## config.mk

```make
export PLATFORM = sky130hd
export DESIGN_NAME = branch_if_zero_exec
export DESIGN_NICKNAME = d
export VERILOG_FILES = /design/src/verilog/bz_pkg.sv /design/src/verilog/phase_gen.sv /design/src/verilog/branch_if_zero_exec.sv
export SDC_FILE = /design/constraint.sdc
export NUM_CORES = 1
export LEC_CHECK = 0
export ABC_CLOCK_PERIOD_IN_PS = 2800
export BUFFER_PORTS_ARGS = -buffer_cell sky130_fd_sc_hd__buf_2
export CAP_MARGIN = 20
export CORE_MARGIN = 8
export CORE_UTILIZATION = 49
export DETAILED_ROUTE_END_ITERATION = 8
export PLACE_DENSITY = 0.76
export SLEW_MARGIN = 20
export SYNTH_ARGS = -nofsm -noshare
export SYNTH_HDL_FRONTEND = slang
export SYNTH_HIERARCHICAL = 1
export SYNTH_SLANG_ARGS = --single-unit
```

## constraint.sdc

```tcl
create_clock -name sys_clk -period 2.8 [get_ports sys_clk]
set_clock_uncertainty 0.2 [all_clocks]
set_input_delay 0.7 -clock sys_clk [delete_from_list [all_inputs] [get_ports sys_clk]]
set_output_delay 0.7 -clock sys_clk [all_outputs]
set_load 0.01 [all_outputs]
```

## src/verilog/bz_pkg.sv

```systemverilog
// How it works
// - opcode upper byte 0xe0, low byte offset
// - branch taken only when zero flag set
// - pc gets next pc plus twice offset
// - taken branch: two cycles, second is nop
// - q1 decode, q2 literal, q3 compute, q4 write
package bz_pkg;
  localparam logic [7:0] BZ_OPCODE_HI = 8'he0;
  localparam int         PC_WIDTH     = 21;
  localparam logic [1:0] PC_STEP      = 2'h2;
  localparam logic [2:0] NOP_CLOCKS   = 3'h4;

  typedef enum logic [1:0] {
    PH_Q1 = 2'b00,
    PH_Q2 = 2'b01,
    PH_Q3 = 2'b11,
    PH_Q4 = 2'b10
  } phase_t;

  typedef struct packed {
    logic        valid;
    logic [15:0] word;
  } fetch_t;

  typedef struct packed {
    logic                wr;
    logic [PC_WIDTH-1:0] value;
  } pc_write_t;
endpackage

```

## src/verilog/phase_gen.sv

```systemverilog
`timescale 1ns/100ps
module phase_gen
  import bz_pkg::*;
(
  input  wire logic   sys_clk,
  input  wire logic   reset,
  output phase_t      phase
);
  phase_t next_phase;

  always_comb begin
    case (phase)
      PH_Q1:   next_phase = PH_Q2;
      PH_Q2:   next_phase = PH_Q3;
      PH_Q3:   next_phase = PH_Q4;
      PH_Q4:   next_phase = PH_Q1;
      default: next_phase = PH_Q1;
    endcase
  end

  always_ff @(posedge sys_clk) begin
    if (reset) begin
      phase <= PH_Q1;
    end else begin
      phase <= next_phase;
    end
  end
endmodule // phase_gen

```

## src/verilog/branch_if_zero_exec.sv

```systemverilog
`timescale 1ns/100ps
module branch_if_zero_exec
  import bz_pkg::*;
(
  input  wire logic            sys_clk,
  input  wire logic            reset,
  input  wire fetch_t          fetch,
  input  wire logic            zeroFlag,
  input  wire logic [PC_WIDTH-1:0] pcNow,
  output phase_t               phase,
  output pc_write_t            pcWrite,
  output logic                 nopCycle,
  output logic                 busy,
  output logic                 flagsWrite
);
  // ----------------------------------------
  // phase sequencing
  // ----------------------------------------
  phase_gen i_phase_gen (
    .sys_clk (sys_clk),
    .reset   (reset),
    .phase   (phase)
  );

  // ----------------------------------------
  // decoding helpers
  // ----------------------------------------
  // opcode match is shared by the datapath and the checks
  function automatic logic isBz(input logic [15:0] w);
    return w[15:8] == BZ_OPCODE_HI;
  endfunction

  // n counts words, so the byte displacement is 2n with its sign kept
  function automatic logic [PC_WIDTH-1:0] byteDisp(input logic [7:0] n);
    return {{(PC_WIDTH-9){n[7]}}, n, 1'b0};
  endfunction

  // fixed step of one instruction word, widened to pc width
  function automatic logic [PC_WIDTH-1:0] stepExt();
    return {{(PC_WIDTH-2){1'b0}}, PC_STEP};
  endfunction

  // ----------------------------------------
  // instruction state
  // ----------------------------------------
  logic                active;
  logic                taken;
  logic [7:0]          offset;
  logic [PC_WIDTH-1:0] target;
  pc_write_t           next_pcWrite;
  logic                next_active;
  logic                next_taken;
  logic [7:0]          next_offset;
  logic [PC_WIDTH-1:0] next_target;
  logic                next_nopCycle;
  logic [PC_WIDTH-1:0] dispSum;

  // ----------------------------------------
  // target datapath
  // ----------------------------------------
  // pc still points at this word, so one step is added; sum wraps at pc width
  always_comb begin
    dispSum = pcNow + stepExt() + byteDisp(offset);
  end

  // ----------------------------------------
  // instruction sequencing
  // ----------------------------------------
  // one case item per phase; a nop cycle refuses the fetch in q1
  always_comb begin
    next_active   = active;
    next_taken    = taken;
    next_offset   = offset;
    next_target   = target;
    next_nopCycle = nopCycle;
    next_pcWrite  = '{wr: 1'b0, value: pcWrite.value};
    case (phase)
      PH_Q1: begin
        if (nopCycle) begin
          next_active = 1'b0;
        end else begin
          next_active = fetch.valid && isBz(fetch.word);
          next_taken  = fetch.valid && isBz(fetch.word) && zeroFlag;
        end
      end
      PH_Q2: begin
        if (active) begin
          next_offset = fetch.word[7:0];
        end
      end
      PH_Q3: begin
        if (active && taken) begin
          next_target = dispSum;
        end
      end
      PH_Q4: begin
        if (active && taken && !nopCycle) begin
          next_pcWrite  = '{wr: 1'b1, value: target};
          next_nopCycle = 1'b1;
        end else begin
          next_nopCycle = 1'b0;
          next_taken    = 1'b0;
        end
      end
      default: begin
        next_active = 1'b0;
      end
    endcase
  end

  // ----------------------------------------
  // instruction registers
  // ----------------------------------------
  always_ff @(posedge sys_clk) begin
    if (reset) begin
      active   <= 1'b0;
      taken    <= 1'b0;
      offset   <= 8'h00;
      target   <= '0;
      pcWrite  <= '0;
      nopCycle <= 1'b0;
    end else begin
      active   <= next_active;
      taken    <= next_taken;
      offset   <= next_offset;
      target   <= next_target;
      pcWrite  <= next_pcWrite;
      nopCycle <= next_nopCycle;
    end
  end

  // ----------------------------------------
  // outputs
  // ----------------------------------------
  // status flags are never touched by this instruction
  assign flagsWrite = 1'b0;
  assign busy       = active || nopCycle;

  // ----------------------------------------
  // nop length monitor
  // ----------------------------------------
  // counts clocks of the nop cycle so a stretched or short nop shows up
  logic [2:0] nopCount;
  logic [2:0] next_nopCount;

  always_comb begin
    if (nopCycle) begin
      next_nopCount = nopCount + 3'h1;
    end else begin
      next_nopCount = 3'h0;
    end
  end

  always_ff @(posedge sys_clk) begin
    if (reset) begin
      nopCount <= 3'h0;
    end else begin
      nopCount <= next_nopCount;
    end
  end

  // ----------------------------------------
  // checks
  // ----------------------------------------
  a_write_only_q1: assert property (@(posedge sys_clk) disable iff (reset)
    pcWrite.wr |-> phase == PH_Q1) else $error("pc write outside q4 edge");
  a_nop_follows: assert property (@(posedge sys_clk) disable iff (reset)
    pcWrite.wr |-> nopCycle ##4 !nopCycle) else $error("nop cycle length wrong");
  a_no_flags: assert property (@(posedge sys_clk) disable iff (reset)
    !flagsWrite) else $error("flags modified");
  a_target_math: assert property (@(posedge sys_clk) disable iff (reset)
    (phase == PH_Q3 && active && taken) |=> target == $past(dispSum))
    else $error("target wrong");
  a_zero_gate: assert property (@(posedge sys_clk) disable iff (reset)
    (phase == PH_Q1 && !nopCycle && !zeroFlag) |-> ##4 !pcWrite.wr)
    else $error("branch without zero");
  a_opcode_gate: assert property (@(posedge sys_clk) disable iff (reset)
    (phase == PH_Q1 && !nopCycle && !isBz(fetch.word)) |-> ##4 !pcWrite.wr)
    else $error("branch on wrong opcode");
  a_taken_writes: assert property (@(posedge sys_clk) disable iff (reset)
    (phase == PH_Q1 && !nopCycle && fetch.valid && isBz(fetch.word) && zeroFlag)
    |-> ##4 pcWrite.wr) else $error("taken branch missed");
  a_nop_quiet: assert property (@(posedge sys_clk) disable iff (reset)
    nopCycle |-> !pcWrite.wr || phase == PH_Q1) else $error("write during nop");

  // ----------------------------------------
  // checks on timing and datapath
  // ----------------------------------------
  a_wr_pulse: assert property (@(posedge sys_clk) disable iff (reset)
    pcWrite.wr |=> !pcWrite.wr) else $error("pc write longer than one clock");
  a_write_value: assert property (@(posedge sys_clk) disable iff (reset)
    pcWrite.wr |-> pcWrite.value == $past(target)) else $error("pc value wrong");
  a_offset_latch: assert property (@(posedge sys_clk) disable iff (reset)
    (phase == PH_Q2 && active) |=> offset == $past(fetch.word[7:0]))
    else $error("offset not read in q2");
  a_nop_refuse: assert property (@(posedge sys_clk) disable iff (reset)
    (phase == PH_Q1 && nopCycle) |=> !active) else $error("fetch taken in nop");
  a_phase_wrap: assert property (@(posedge sys_clk) disable iff (reset)
    phase == PH_Q4 |=> phase == PH_Q1) else $error("phase order wrong");
  a_not_taken_one: assert property (@(posedge sys_clk) disable iff (reset)
    (phase == PH_Q4 && active && !taken) |=> !nopCycle)
    else $error("nop after not taken");
  a_nop_max: assert property (@(posedge sys_clk) disable iff (reset)
    nopCycle |-> nopCount < NOP_CLOCKS) else $error("nop cycle too long");
  a_nop_length: assert property (@(posedge sys_clk) disable iff (reset)
    $fell(nopCycle) |-> nopCount == NOP_CLOCKS) else $error("nop cycle too short");
  a_busy_nop: assert property (@(posedge sys_clk) disable iff (reset)
    pcWrite.wr |-> busy) else $error("idle during taken branch");
endmodule // branch_if_zero_exec

```

==> results.md <==
* DR pass1 iterations at 4
* Arrival @ worst endpoint at 2.78 ns
* Crit Path Class: input pin to flop
* Initial core utilization at 0.505
* Initial drt markers at 103
* GRT Resource Usage Total at 0.161
* Die ar. at 9350 sq um
* Layout cells sized above 1 at 0.308
* Die X at 96.7 microns
* Via/cell ratio at approximately 5.4
* Total grt overflow at 0
* Synth top area share at 0.351
* Async set-or-reset flop fraction in the synthesized netlist at 0
* Critical path's slowest cell: o311ai_0
* Flop pwr share at 0.567
* Synth-to-Final Area Change at 30.8%
* FF+latch count, synth at 56
* Reg2reg start: offset[7]
* Grt met1 use at 0.204
* Count of final setup violators at 0
* Post-Layout Cell Count at 564
* Vert. Die Dim at about 97 microns
* Main area contributors after synthesis: dfxtp_1 35%, ha_1 15%, nand2_1 8.8%
* Post-synth cell types at between 50 and 60
* Vias in the first global route at 2906
* Min cycle time layout at 2.73 ns
* Post-route cell area at between 4000 and 5000 sq um
* Leakage at 1.92 nW
* Reg2Reg Depth at 8
* Mapped Area at 3190 sq um
* Hold slack at 0.255 ns
* CTS root buf: clkbuf_8
* WL final at 7850 microns
* Max IR drop VDD at 0.000285 V
* Syn avg cell area at 8.29 sq um
* Critical Path Sink Type: flop
* Cts bufs inserted at 5
* Row count at 29
* Sum Neg Setup Slack at 0 ns
* Dpl hpwl at ~6000 microns
* P_int at between 1 and 1.5 mW
* Power Density at ~340 nW/um^2
* Wire per inst at 13.9 microns
* CP top delay family: compound AO/OA/AOI/OAI gates
* RSZ-0062 raised after global routing: no
* Io pins at 68
* Seq/Total Area, Yosys at 0.351
* Max Cap Viol at 0
* Maximum clock frequency at roughly 370 MHz
* Outcome: finished, final reports clean
* Sw frac at 0.255
* Worst R2R End: target[19]
* Primary FF master, synth: dfxtp_1
* TritonCTS clock tree: yes
* Worst-path maximum fanout at 3
* Clock share of power at 0.323
* First-pass GRT wire length at 13300 microns
* Worst Path Buf+Inv at 2
* Number of synthesized flops with an enable pin at 0
* Synthesis Warnings at 6
* Part of the power in combinational logic at 0.110
* DRC at 0
* Dpl cell area at 4050 sq um
* Pins Over Slew Limit at 0
* Mapped Cells at 385
* Least-Margin Pin Slew at 0.882 ns
* CTS sink count at 56
* IO Port Bufs at 66
* Inserted Diodes at 0
* Reg2reg setup slack at 0.11 ns
* Hold_buf cts at 0
* Slowest stage delay, CP at 0.40 ns
* Psw at roughly 0.36 mW
* Global route hottest layer: met2
* Placed Cells at about 560
* Initial antenna violation count at 0
* Cell taking the most area after synthesis: dfxtp_1
* DR vias at 3049
* Worst min-delay path category: flop to flop
* Grt met3 use at 0.0398
* Period utilization at 0.974
* Final setup margin at 0.0737 ns
* Min-delay src: pcWrite[2]
* ANT nets after route at 0
* Critical Path RT at around 2.9 ns
* Synthesized Nets at roughly 460
* Slew Limit Headroom at 0.410
* Htree depth at 2
* CTS Buffer Depth at 2
* Top cell by count, worst path: ha_1
* Final RePlAce weighted congestion at 0.869
* Hold Fails Final Rpt at 0
* Nets at 565
* CORE AREA at 6310 sq um
* Min-Delay Path Depth at 2
* Largest net degree at the start of global routing at 36
* WHS Endpoint: pcWrite[2]
* CTS clock-pin slew for the worst setup and hold paths at 0.10 ns
* CP Cell Sequence: buf_2 -> ha_1 -> ha_1 -> a21oi_1 -> nand4b_1 -> a21oi_2 -> buf_4 -> o21a_1 -> o311ai_0 -> a32o_1
* GR Util met2 at 0.266
* Setup crit start kind: input pin
* Worst-Skew Late Latency at 0.31 ns
* Place WS at -0.269 ns
-- state kept, by name, indices dropped and copies added, names as in the netlist --
| signal | cells |
|---|---|
| nopCycle | 1 |
| offset | 8 |
| i_phase_gen/phase | 2 |
| target | 21 |
| pcWrite | 22 |
| taken | 1 |
| active | 1 |
-- through the flow --
step	total power, mW	util
detailed placement	0.971	0.641
global route	1.48	0.661
global placement	0.969	0.641
finish	1.41	0.661
CTS	1.43	0.655
floorplan	0.913	-
-- layer usage --
| layer | routed length (microns) | vias up |
|---|---|---|
| met4 | 82 | 0 |
| met1 | 3700 | 1398 |
| li1 | - | 1572 |
| met2 | 3620 | 74 |
| met5 | 0 | - |
| met3 | 452 | 5 |
-- synthesized netlist by cell type, types with 2 or more instances --
| master | number |
|---|---|
| a21oi_1 | 46 |
| nand2_1 | 75 |
| and2_2 | 2 |
| o31ai_1 | 3 |
| ha_1 | 37 |
| nand2b_1 | 3 |
| inv_1 | 10 |
| or2_2 | 2 |
| or3_1 | 2 |
| and4_1 | 3 |
| nand4_1 | 4 |
| nand3_1 | 8 |
| a21o_1 | 5 |
| mux2i_1 | 8 |
| nor2_1 | 26 |
| and3_1 | 2 |
| xor2_1 | 7 |
| o21a_1 | 6 |
| a32o_1 | 3 |
| dfxtp_1 | 56 |
| a311o_1 | 2 |
| xnor2_1 | 4 |
| o21ai_0 | 13 |
| clkbuf_1 | 16 |
| nand3b_1 | 3 |
| a211oi_1 | 5 |
| o211ai_1 | 7 |
-- power groups by stage --
| stage | logic, mW | clock network, mW | registers [mW] |
|---|---|---|---|
| 2_1_floorplan | 0.0929 | 0 | 0.820 |
| 3_5_place_dp | 0.151 | 0 | 0.820 |
| 5_1_grt | 0.172 | 0.506 | 0.802 |
| 6_report | 0.156 | 0.457 | 0.801 |
| 4_1_cts | 0.153 | 0.471 | 0.802 |
| 3_3_place_gp | 0.149 | 0 | 0.820 |
-- repair_timing --
| action | CTS | global route |
|---|---|---|
| gates resized for setup | 0 | 6 |
| setup endpoints to repair | 0 | 4 |
| setup buffers | 0 | 1 |
| hold endpoints to repair | 0 | 0 |
-- placed cells by master, fill, tap and decap left out, types with 2 or more instances in the layout --
cell and count:
or2_2 2, ha_4 9, buf_2 66, o31ai_1 2
a311o_1 2, a21oi_2 2, a21oi_1 43, dfxtp_1 55
nor2_1 25, nand2b_1 2, nand4_1 4, or3_1 2
nand3_1 8, a211oi_1 5, and2_2 2, a21o_1 5
xor2_1 7, clkbuf_8 5, xnor2_1 4, nand3b_1 3
and4_1 3, a32o_1 3, o21ai_0 12, o21a_1 6
ha_1 27, mux2i_1 8, and3_1 2, buf_4 47
a21oi_4 2, nand2_1 74, inv_1 10, o211ai_1 7
-- logic make-up (layout without fill, tap and decap cells) --
group                    after synthesis  in the layout  synth area share
AO/OA/AOI/OAI                        102            102             0.204
XOR/XNOR                              11             11            0.0302
adder cells (fa/ha/maj)               38             38             0.151
buffers and inverters                 29            131            0.0361
flip-flops                            56             56             0.351
multiplexers                           8              8            0.0251
other                                  1              1           0.00118
AND/OR/NAND/NOR                      140            140             0.201
-- worst max path at each step --
stage	from	endpoint	slack [ns]	cells after the start
final	pcNow[3]	target[17]	0.07	10
after global routing	pcNow[2]	target[20]	0.002	11
after CTS	offset[7]	target[19]	0.002	8
after detailed placement	pcNow[2]	target[20]	-0.27	11
after global placement	pcNow[11]	target[17]	-0.21	9
after floorplan	pcNow[10]	target[19]	-0.02	9
-- layout make-up --
| type | count | area [sq um] |
|---|---|---|
| multi-input combinational | 300 | 2140 |
| fill | 555 | 2140 |
| sequential | 56 | 1120 |
| timing repair buffer | 113 | 683 |
| tap | 77 | 96.3 |
| clock buffer | 5 | 68.8 |
| inverter | 10 | 37.5 |
| clock inverter | 3 | 22.5 |
-- worst min-delay path, cell delays in order (launching register included) --
cell	delay (ns)
dfxtp_1	0.32
nand2_1	0.05
a21oi_1	0.05
Note: power is estimated with default switching activity, not from simulation.
